**config.mk**
```make
export PLATFORM = sky130hd
export DESIGN_NAME = pscc_top
export DESIGN_NICKNAME = d
export VERILOG_FILES = /design/src/pscc_pkg.sv /design/src/pscc_top.sv /design/src/pscc_bbram.sv /design/src/pscc_crowbar.sv
export VERILOG_INCLUDE_DIRS = /design/src
export SDC_FILE = /design/constraint.sdc
export NUM_CORES = 1
export LEC_CHECK = 0
export BUFFER_PORTS_ARGS = -buffer_cell sky130_fd_sc_hd__buf_4
export CORE_AREA = 4 4 88 123
export DETAILED_ROUTE_END_ITERATION = 12
export DIE_AREA = 0 0 92 127
export HOLD_SLACK_MARGIN = 0.06
export PLACE_DENSITY_LB_ADDON = 0.12
export SETUP_SLACK_MARGIN = 0.05
export SLEW_MARGIN = 0
export SYNTH_ARGS = -nofsm -noshare
export SYNTH_HDL_FRONTEND = slang
export SYNTH_HIERARCHICAL = 1
export SYNTH_SLANG_ARGS = --single-unit
```
**constraint.sdc**
```tcl
create_clock -name clk -period 4.2 [get_ports clk]
set_input_delay 0 -clock clk [delete_from_list [all_inputs] [get_ports clk]]
set_output_delay 0 -clock clk [all_outputs]
set_load 0.02 [all_outputs]
```
**src/pscc_regs.svh**
```systemverilog
// Register map, field positions, reset values and timing constants of the supply control block.
// What this block does
// - Keep crowbar range and resume settings in battery-backed storage surviving loss of standby power.
// - Configuration register sits at configuration index 2Dh, access type per bit.
// - Bit 7 LED polarity: 0 lit active high, 1 lit active low; standby default 0.
// - Bit 6 reports supply-on state sampled at last standby failure, polarity independent.
// - Bit 5 shows supply-on polarity latched from strap at standby power-up; drives output.
// - Bits 4-3 pick crowbar timeout range; battery power-up default 11.
// - Resume bit 2 restores last supply state after power returns, else follow sleep.
// - Writing 1 to bit 1 in legacy mode shuts supply off; reads return 0.
// - Bit 0 selects button mode: 0 legacy, 1 ACPI; standby default legacy.
`ifndef PSCC_REGS_SVH
`define PSCC_REGS_SVH

// ---------------------------------------------------------------------------
// Register indices and bus geometry
// ---------------------------------------------------------------------------
`define PSCC_ADDR_W      10
`define PSCC_CFG_IDX     8'h2D
`define PSCC_STAT_IDX    8'h2E
`define PSCC_DATA_W      32

// ---------------------------------------------------------------------------
// Field positions of the configuration register
// ---------------------------------------------------------------------------
`define PSCC_LEDPOL_BIT  7
`define PSCC_LASTON_BIT  6
`define PSCC_SPOL_BIT    5
`define PSCC_CROW_HI     4
`define PSCC_CROW_LO     3
`define PSCC_RESUME_BIT  2
`define PSCC_SHUT_BIT    1
`define PSCC_MODE_BIT    0

// ---------------------------------------------------------------------------
// Field positions of the status register
// ---------------------------------------------------------------------------
`define PSCC_ST_ON_BIT   0
`define PSCC_ST_TRIP_BIT 1
`define PSCC_ST_RES_BIT  2

// ---------------------------------------------------------------------------
// Reset values
// ---------------------------------------------------------------------------
`define PSCC_LEDPOL_RST  1'h0
`define PSCC_MODE_RST    1'h0
`define PSCC_CROW_RST    2'h3
`define PSCC_RESUME_RST  1'h0
`define PSCC_LASTON_RST  1'h0
`define PSCC_SPOL_RST    1'h0

// ---------------------------------------------------------------------------
// Crowbar timing: least time of each range in milliseconds
// ---------------------------------------------------------------------------
`define PSCC_CLK_KHZ     125000
`define PSCC_CROW0_MS    500
`define PSCC_CROW1_MS    1000
`define PSCC_CROW2_MS    1250
`define PSCC_CROW3_MS    2000
`define PSCC_MS_TO_CYC(ms) ((ms) * `PSCC_CLK_KHZ)

`endif

```
**src/pscc_pkg.sv**
```systemverilog
// Types shared by the supply control block.
package pscc_pkg;

	typedef enum logic {
		PSCC_LEGACY,
		PSCC_ACPI
	} pscc_mode_t;

	typedef enum logic [1:0] {
		PSCC_FOLLOW,
		PSCC_RESUME,
		PSCC_SHUT
	} pscc_pwr_t;

endpackage

```
**src/pscc_top.sv**
```systemverilog
// Supply control configuration block with its APB register slave.
`timescale 1ns/1ps
`include "pscc_regs.svh"
module pscc_top
	import pscc_pkg::*;
#(
	parameter int unsigned NUM_LEDS = 2,
	parameter int unsigned T0_CYC   = `PSCC_MS_TO_CYC(`PSCC_CROW0_MS),
	parameter int unsigned T1_CYC   = `PSCC_MS_TO_CYC(`PSCC_CROW1_MS),
	parameter int unsigned T2_CYC   = `PSCC_MS_TO_CYC(`PSCC_CROW2_MS),
	parameter int unsigned T3_CYC   = `PSCC_MS_TO_CYC(`PSCC_CROW3_MS)
) (
	input  wire logic                      clk,
	input  wire logic                      sys_rst,
	input  wire logic                      batRst,
	input  wire logic                      sbRst,
	input  wire logic                      standbyFail,
	input  wire logic                      supplyPolarityStrap,
	input  wire logic                      sleepStateInput,
	input  wire logic                      powerGood,
	input  wire logic [NUM_LEDS-1:0]       ledLit,
	input  wire logic                      psel,
	input  wire logic                      penable,
	input  wire logic                      pwrite,
	input  wire logic [`PSCC_ADDR_W-1:0]   paddr,
	input  wire logic [`PSCC_DATA_W-1:0]   pwdata,
	input  wire logic [3:0]                pstrb,
	output logic [`PSCC_DATA_W-1:0]        prdata_q,
	output logic                           pready_q,
	output logic                           pslverr_q,
	output logic                           supplyOnOutput_q,
	output logic [NUM_LEDS-1:0]            ledPin_q
);

	// ---------------------------------------------------------------------------
	// Declarations
	// ---------------------------------------------------------------------------
	logic       ledPol;
	logic       lastOn;
	logic       supplyPol;
	logic [1:0] crowSel;
	logic       resumeBit;
	logic       modeBit;
	logic       crowTrip;
	logic       sleepPrev_q;
	logic       sbRstPrev_q;
	logic       supplyOn;
	logic       cfgWrite;
	logic       shutReq;
	logic       accessDone;
	logic [7:0] cfgRead;
	logic [7:0] statRead;
	pscc_pwr_t  pwrState_q;

	// ---------------------------------------------------------------------------
	// Address decode
	// ---------------------------------------------------------------------------
	function automatic logic hitIdx(input logic [`PSCC_ADDR_W-1:0] a, input logic [7:0] idx);
		hitIdx = (a == {idx, 2'b00});
	endfunction

	assign accessDone = psel && penable && pready_q;
	// A write lands only at the edge where the master sees pready.
	assign cfgWrite   = accessDone && pwrite && pstrb[0] && hitIdx(paddr, `PSCC_CFG_IDX);
	// The off command is a strobe, never stored, and only counts in legacy mode.
	assign shutReq    = cfgWrite && pwdata[`PSCC_SHUT_BIT] && (modeBit == PSCC_LEGACY);

	// ---------------------------------------------------------------------------
	// Battery-backed fields and crowbar timer
	// ---------------------------------------------------------------------------
	pscc_bbram u_bbram (
		.clk           (clk),
		.batRst        (batRst),
		.sbRst         (sbRst),
		.wrEn          (cfgWrite),
		.wrData        (pwdata[7:0]),
		.sampleEn      (standbyFail),
		.sampleVal     (supplyOn),
		.polarityStrap (supplyPolarityStrap),
		.ledPol_q      (ledPol),
		.lastOn_q      (lastOn),
		.supplyPol_q   (supplyPol),
		.crowSel_q     (crowSel),
		.resume_q      (resumeBit),
		.mode_q        (modeBit)
	);

	// The timer runs while the supply is commanded on but the rails are not good.
	pscc_crowbar #(
		.T0_CYC (T0_CYC),
		.T1_CYC (T1_CYC),
		.T2_CYC (T2_CYC),
		.T3_CYC (T3_CYC)
	) u_crowbar (
		.clk     (clk),
		.sys_rst (sys_rst),
		.arm     (supplyOn && !powerGood),
		.sel     (crowSel),
		.trip_q  (crowTrip)
	);

	// ---------------------------------------------------------------------------
	// Supply state machine
	// ---------------------------------------------------------------------------
	always_ff @(posedge clk) begin
		if (sys_rst) begin
			sleepPrev_q <= 1'b0;
			sbRstPrev_q <= 1'b0;
		end else begin
			sleepPrev_q <= sleepStateInput;
			sbRstPrev_q <= sbRst;
		end
	end

	// Resume relies on the chipset starting in the off state, so the first
	// change of the sleep input hands control back to it.
	// A legacy off write in the release cycle still wins over the resume choice.
	always_ff @(posedge clk) begin
		if (sys_rst) begin
			pwrState_q <= PSCC_FOLLOW;
		end else if (sbRstPrev_q && !sbRst && !shutReq) begin
			pwrState_q <= resumeBit ? PSCC_RESUME : PSCC_FOLLOW;
		end else begin
			unique case (pwrState_q)
				PSCC_FOLLOW: begin
					if (shutReq || crowTrip) begin
						pwrState_q <= PSCC_SHUT;
					end
				end
				PSCC_RESUME: begin
					if (shutReq || crowTrip) begin
						pwrState_q <= PSCC_SHUT;
					end else if (sleepStateInput != sleepPrev_q) begin
						pwrState_q <= PSCC_FOLLOW;
					end
				end
				PSCC_SHUT: begin
					if (sleepPrev_q && !sleepStateInput) begin
						pwrState_q <= PSCC_FOLLOW;
					end
				end
				default: begin
					pwrState_q <= PSCC_FOLLOW;
				end
			endcase
		end
	end

	always_comb begin
		unique case (pwrState_q)
			PSCC_RESUME: supplyOn = lastOn;
			PSCC_SHUT:   supplyOn = 1'b0;
			default:     supplyOn = sleepStateInput;
		endcase
	end

	// ---------------------------------------------------------------------------
	// Output pins
	// ---------------------------------------------------------------------------
	// Polarity 1 makes the pin active low; the supply stays off under standby reset.
	always_ff @(posedge clk) begin
		if (sys_rst || sbRst) begin
			supplyOnOutput_q <= supplyPol;
		end else begin
			supplyOnOutput_q <= supplyOn ^ supplyPol;
		end
	end

	always_ff @(posedge clk) begin
		if (sys_rst) begin
			ledPin_q <= '0;
		end else begin
			ledPin_q <= ledLit ^ {NUM_LEDS{ledPol}};
		end
	end

	// ---------------------------------------------------------------------------
	// APB read data and handshake
	// ---------------------------------------------------------------------------
	always_comb begin
		cfgRead = 8'h00;
		cfgRead[`PSCC_LEDPOL_BIT] = ledPol;
		cfgRead[`PSCC_LASTON_BIT] = lastOn;
		cfgRead[`PSCC_SPOL_BIT] = supplyPol;
		cfgRead[`PSCC_CROW_HI:`PSCC_CROW_LO] = crowSel;
		cfgRead[`PSCC_RESUME_BIT] = resumeBit;
		cfgRead[`PSCC_SHUT_BIT] = 1'b0;
		cfgRead[`PSCC_MODE_BIT] = modeBit;
		statRead = 8'h00;
		statRead[`PSCC_ST_ON_BIT] = supplyOn;
		statRead[`PSCC_ST_TRIP_BIT] = (pwrState_q == PSCC_SHUT);
		statRead[`PSCC_ST_RES_BIT] = (pwrState_q == PSCC_RESUME);
	end

	// One wait state: pready rises in the second access cycle and lasts one cycle.
	always_ff @(posedge clk) begin
		if (sys_rst) begin
			pready_q  <= 1'b0;
			pslverr_q <= 1'b0;
			prdata_q  <= '0;
		end else if (psel && penable && !pready_q) begin
			pready_q  <= 1'b1;
			pslverr_q <= !(hitIdx(paddr, `PSCC_CFG_IDX) || hitIdx(paddr, `PSCC_STAT_IDX));
			if (pwrite) begin
				prdata_q <= '0;
			end else if (hitIdx(paddr, `PSCC_CFG_IDX)) begin
				prdata_q <= {24'h000000, cfgRead};
			end else if (hitIdx(paddr, `PSCC_STAT_IDX)) begin
				prdata_q <= {24'h000000, statRead};
			end else begin
				prdata_q <= '0;
			end
		end else begin
			pready_q  <= 1'b0;
			pslverr_q <= 1'b0;
		end
	end
endmodule

```
**src/pscc_bbram.sv**
```systemverilog
// Battery-backed storage of the configuration register fields.
`timescale 1ns/1ps
`include "pscc_regs.svh"
module pscc_bbram
	import pscc_pkg::*;
(
	input  wire logic       clk,
	input  wire logic       batRst,
	input  wire logic       sbRst,
	input  wire logic       wrEn,
	input  wire logic [7:0] wrData,
	input  wire logic       sampleEn,
	input  wire logic       sampleVal,
	input  wire logic       polarityStrap,
	output logic            ledPol_q,
	output logic            lastOn_q,
	output logic            supplyPol_q,
	output logic [1:0]      crowSel_q,
	output logic            resume_q,
	output logic            mode_q
);

	// ---------------------------------------------------------------------------
	// Fields that fall back to defaults on standby power-up
	// ---------------------------------------------------------------------------
	always_ff @(posedge clk) begin
		if (batRst || sbRst) begin
			ledPol_q <= `PSCC_LEDPOL_RST;
			mode_q   <= `PSCC_MODE_RST;
		end else if (wrEn) begin
			ledPol_q <= wrData[`PSCC_LEDPOL_BIT];
			mode_q   <= wrData[`PSCC_MODE_BIT];
		end
	end

	// ---------------------------------------------------------------------------
	// Fields that only a battery power-up clears
	// ---------------------------------------------------------------------------
	// Only the battery reset touches these, so a standby loss keeps them.
	always_ff @(posedge clk) begin
		if (batRst) begin
			crowSel_q <= `PSCC_CROW_RST;
			resume_q  <= `PSCC_RESUME_RST;
		end else if (wrEn) begin
			crowSel_q <= wrData[`PSCC_CROW_HI:`PSCC_CROW_LO];
			resume_q  <= wrData[`PSCC_RESUME_BIT];
		end
	end

	// ---------------------------------------------------------------------------
	// Supply state captured at a standby failure
	// ---------------------------------------------------------------------------
	always_ff @(posedge clk) begin
		if (batRst) begin
			lastOn_q <= `PSCC_LASTON_RST;
		end else if (sampleEn) begin
			lastOn_q <= sampleVal;
		end
	end

	// ---------------------------------------------------------------------------
	// Polarity strap, caught while the standby reset is held
	// ---------------------------------------------------------------------------
	// Host writes never reach this or the sampled state.
	always_ff @(posedge clk) begin
		if (batRst) begin
			supplyPol_q <= `PSCC_SPOL_RST;
		end else if (sbRst) begin
			supplyPol_q <= polarityStrap;
		end
	end

endmodule

```
**src/pscc_crowbar.sv**
```systemverilog
// Crowbar timer: trips when the supply stays on without power good for the chosen time.
`timescale 1ns/1ps
`include "pscc_regs.svh"
module pscc_crowbar
	import pscc_pkg::*;
#(
	parameter int unsigned T0_CYC = `PSCC_MS_TO_CYC(`PSCC_CROW0_MS),
	parameter int unsigned T1_CYC = `PSCC_MS_TO_CYC(`PSCC_CROW1_MS),
	parameter int unsigned T2_CYC = `PSCC_MS_TO_CYC(`PSCC_CROW2_MS),
	parameter int unsigned T3_CYC = `PSCC_MS_TO_CYC(`PSCC_CROW3_MS)
) (
	input  wire logic       clk,
	input  wire logic       sys_rst,
	input  wire logic       arm,
	input  wire logic [1:0] sel,
	output logic            trip_q
);

	logic [31:0] count_q;

	// Least time of each range is used, so the trip never comes early.
	function automatic logic [31:0] limitOf(input logic [1:0] s);
		unique case (s)
			2'h0: limitOf = T0_CYC;
			2'h1: limitOf = T1_CYC;
			2'h2: limitOf = T2_CYC;
			2'h3: limitOf = T3_CYC;
		endcase
	endfunction

	always_ff @(posedge clk) begin
		if (sys_rst || !arm) begin
			count_q <= 32'h0;
		end else if (count_q < limitOf(sel)) begin
			count_q <= count_q + 32'h1;
		end
	end

	always_ff @(posedge clk) begin
		if (sys_rst) begin
			trip_q <= 1'b0;
		end else begin
			trip_q <= arm && (count_q == limitOf(sel) - 32'h1);
		end
	end

endmodule

```
==> results.md <==
- Fillcell total: roughly 990
- Num CTS Buffers: 9
- Max-slew violations: 0
- # diodes: 0
- Setup TNS: 0 ns
- PortBufs: 42
- Critical path depth: 13
- Nets: 590
- Drt total wl: just under 10,000 um
- Largest net degree at the start of global routing: 47
- Placed Instance Area: around 0.0042 mm^2
- Sw frac: between 20% and 30%
- Core Box Area: 0.00979 mm^2
- HPWL after DPL: 7110 um
- Max-cap viol count: 0
- Crit path capture type: flop
- Syn_area_per_cell: 8.83 um^2
- Reg2reg end: u_crowbar/count_q[11]
- Via density: about 5.3
- Crit path launch: u_bbram/crowSel_q[1]
- CTS Sinks: 57
- Worst reg2reg setup slack: about 0.58 ns
- Post-CTS setup buffers: 0
- IO Count: between 90 and 100
- Crit path cell chain: inv_1 -> ha_1 -> inv_1 -> o21ai_0 -> buf_4 -> ha_1 -> a21o_1 -> a21o_1 -> a21oi_1 -> o211ai_2 -> buf_4 -> or4_1 -> a21oi_1
- Actual slew at the worst max-slew pin: 0.820 ns
- Crit path kind: reg -> reg
- Tightest Hold Check Type: in -> reg
- CTS tree: yes
- RSZ-0062 raised after global routing: false
- Layout area overhead: 23.2%
- Starting Density: a little under 40%
- Rows: 43
- Post-route design area: 0.00472 mm^2
- Slew HR: 45.3%
- DRT Pass-1 Iters: 4
- Synthesis-stage register bit count: 57
- Gate Count Post-Synth: between 400 and 500
- Number of global-route vias before repair: between 3,000 and 4,000
- Unique cell type count in the Yosys netlist: 61
- Post-Syn Area: 0.00383 mm^2
- Overall routing resource usage: between 10% and 20%
- GPL Wtd Cong: around 0.81
- Setup violations, final: 0
- Die Width: about 92 um
- R2R Path Start: u_bbram/crowSel_q[1]
- DRT iter0 DRCs: roughly 110
- Clock share of power: 55.7%
- Residual DRC: 0
- Seq/Total Area, Yosys: roughly 30%
- Status: complete, no violations
- Crit path largest cell delay: approximately 0.48 ns
- Sequential Power Share: ~36%
- CP Buf/Inv Count: 4
- WL per Instance: roughly 15 um
- Total number of yosys warnings: 6
- Gr ovfl total: 0
- Logic pwr share: roughly 8.0%
- R2r worst-path depth: 13
- Post-synth ARST share: 0%
- CP Data Required Time: between 4 and 5 ns
- Die ar.: 0.0117 mm^2
- Hold Violations, Final: 0
- Worst setup path end: u_crowbar/count_q[11]
- Initial antenna violation count: 0
- Clock skew: around 0.0071 ns
- Remaining antenna violation count: 0
- Psw: roughly 0.34 mW
- Skew-Pair Late Insertion Delay: about 0.33 ns
- Fmax achieved: ~0.28 GHz
- CTS root buf: clkbuf_16
- CP Max Fanout: 24
- Period utilization: a little under nine tenths
- Peak VDD IR: ~200 uV
- Top delay family on crit path: compound AO/OA/AOI/OAI gates
- Slowest cell on crit path: or4_1
- Ys flop type: dfxtp_1
- Min cycle time layout: 3.62 ns
- Leak pwr: roughly 1.9 nW
- Layout cells sized above 1: between 15 and 20%
- Number of vias in the routed layout: 3,385
- First-pass GRT wire length: about 16,000 um
- Pwr/cell area: between 300 and 400 mW/mm^2
- CP Launch Type: flop
- Clock transition at path regs: approximately 0.06 ns
- Die Height: ~130 um
- Internal power: 1.18 mW
- EDFF count, synth: 0
- CTS Buffer Depth: 2
- CTS H-tree lvls: 3
- Critical path arrival: roughly 3.9 ns
## cell usage in the layout (no fill, tap or decap), types with 9 or more instances in the layout
cell type,n
dfxtp_1,57
dlygate4sd3_1,21
mux2i_1,12
clkbuf_16,9
conb_1,24
nor2_1,20
ha_1,38
buf_4,45
o31ai_1,15
nand3_1,23
nand2b_1,13
inv_1,16
or4_1,15
nand4_1,12
a21oi_1,29
nand2_1,23
## metrics by stage
stage          worst slack, ns  instances  utilization, %  hold WS (ns)  power, mW
6_report                 0.584        633            48.2        0.0934       1.52
3_3_place_gp             0.654        596            42.6         0.214      0.671
5_1_grt                  0.291        633            48.2        0.0884       1.57
3_5_place_dp             0.578        596            42.6         0.225      0.673
4_1_cts                  0.553        633            48.2        0.0812       1.54
2_1_floorplan             1.13        457               -        0.0662      0.647
## cells in the mapped netlist, types with 13 or more instances
library cell | number | share of area, %
a21oi_1 | 29 | 3.8
buf_4 | 25 | 4.9
dfxtp_1 | 57 | 30
ha_1 | 38 | 12
inv_1 | 16 | 1.6
nand2_1 | 23 | 2.3
nand2b_1 | 13 | 2.1
nand3_1 | 23 | 3.0
nor2_1 | 20 | 2.0
o31ai_1 | 15 | 2.9
or4_1 | 15 | 2.9
## worst register-to-register path, cell delays in order (launching register included)
cell and delay [ns]:
dfxtp_1 0.45, inv_1 0.21, ha_1 0.26, inv_1 0.19, o21ai_0 0.12, buf_4 0.17, ha_1 0.29, a21o_1 0.18
a21o_1 0.16, a21oi_1 0.27, o211ai_2 0.28, buf_4 0.31, or4_1 0.49, a21oi_1 0.15
## power by group through the flow
stage | sequential, mW | combinational, mW | clock (mW)
after floorplan | 0.567 | 0.0799 | 0
after global placement | 0.564 | 0.106 | 0
after detailed placement | 0.565 | 0.108 | 0
after CTS | 0.553 | 0.122 | 0.864
after global routing | 0.554 | 0.132 | 0.888
final | 0.553 | 0.121 | 0.846
## state kept, by name (all words and copies together) (netlist names), 2 cells and up
signal and flops:
ledPin_q 2, u_bbram/crowSel_q 2, pwrState_q 2, u_crowbar/count_q 32, prdata_q 8
## kinds of logic after synthesis
group	synth area share [%]
simple gates	25.5
compound gates	17.2
buf+inv	8.88
flops	29.8
fa+ha+maj	12.4
xor+xnor	2.97
mux	3.14
other cells	0.0979
## metal layers
metal	track usage (%)	routed length (um)
met1	20.0	4280
met4	7.17	222
met3	3.42	431
met2	29.8	4860
met5	0	0
## layout make-up
type                    count  area [um^2]  share of cell area (%)
multi-input cells         342         2440                    51.7
clock buffers               9          225                    4.77
clock inverters             7          119                    2.52
repair buffers             67          568                    12.0
inverters                  16         60.1                    1.27
well taps                 135          169                    3.58
flip-flops and latches     57         1140                    24.2
## timing repair
item                                   4_1_cts  5_1_grt
endpoints found under the hold margin       24        0
gates resized for setup                      0        0
hold buffers                                21        0
## worst min path at each step
stage,endpoint,cells past startpoint,from
2_1_floorplan,pwrState_q[0],1,sys_rst
3_3_place_gp,u_bbram/crowSel_q[0],2,pwdata[3]
3_5_place_dp,u_bbram/crowSel_q[1],2,pwdata[4]
4_1_cts,pslverr_q,3,paddr[9]
5_1_grt,pslverr_q,3,paddr[6]
6_report,pslverr_q,3,paddr[0]
No activity file was read; power rests on OpenSTA's default activity.
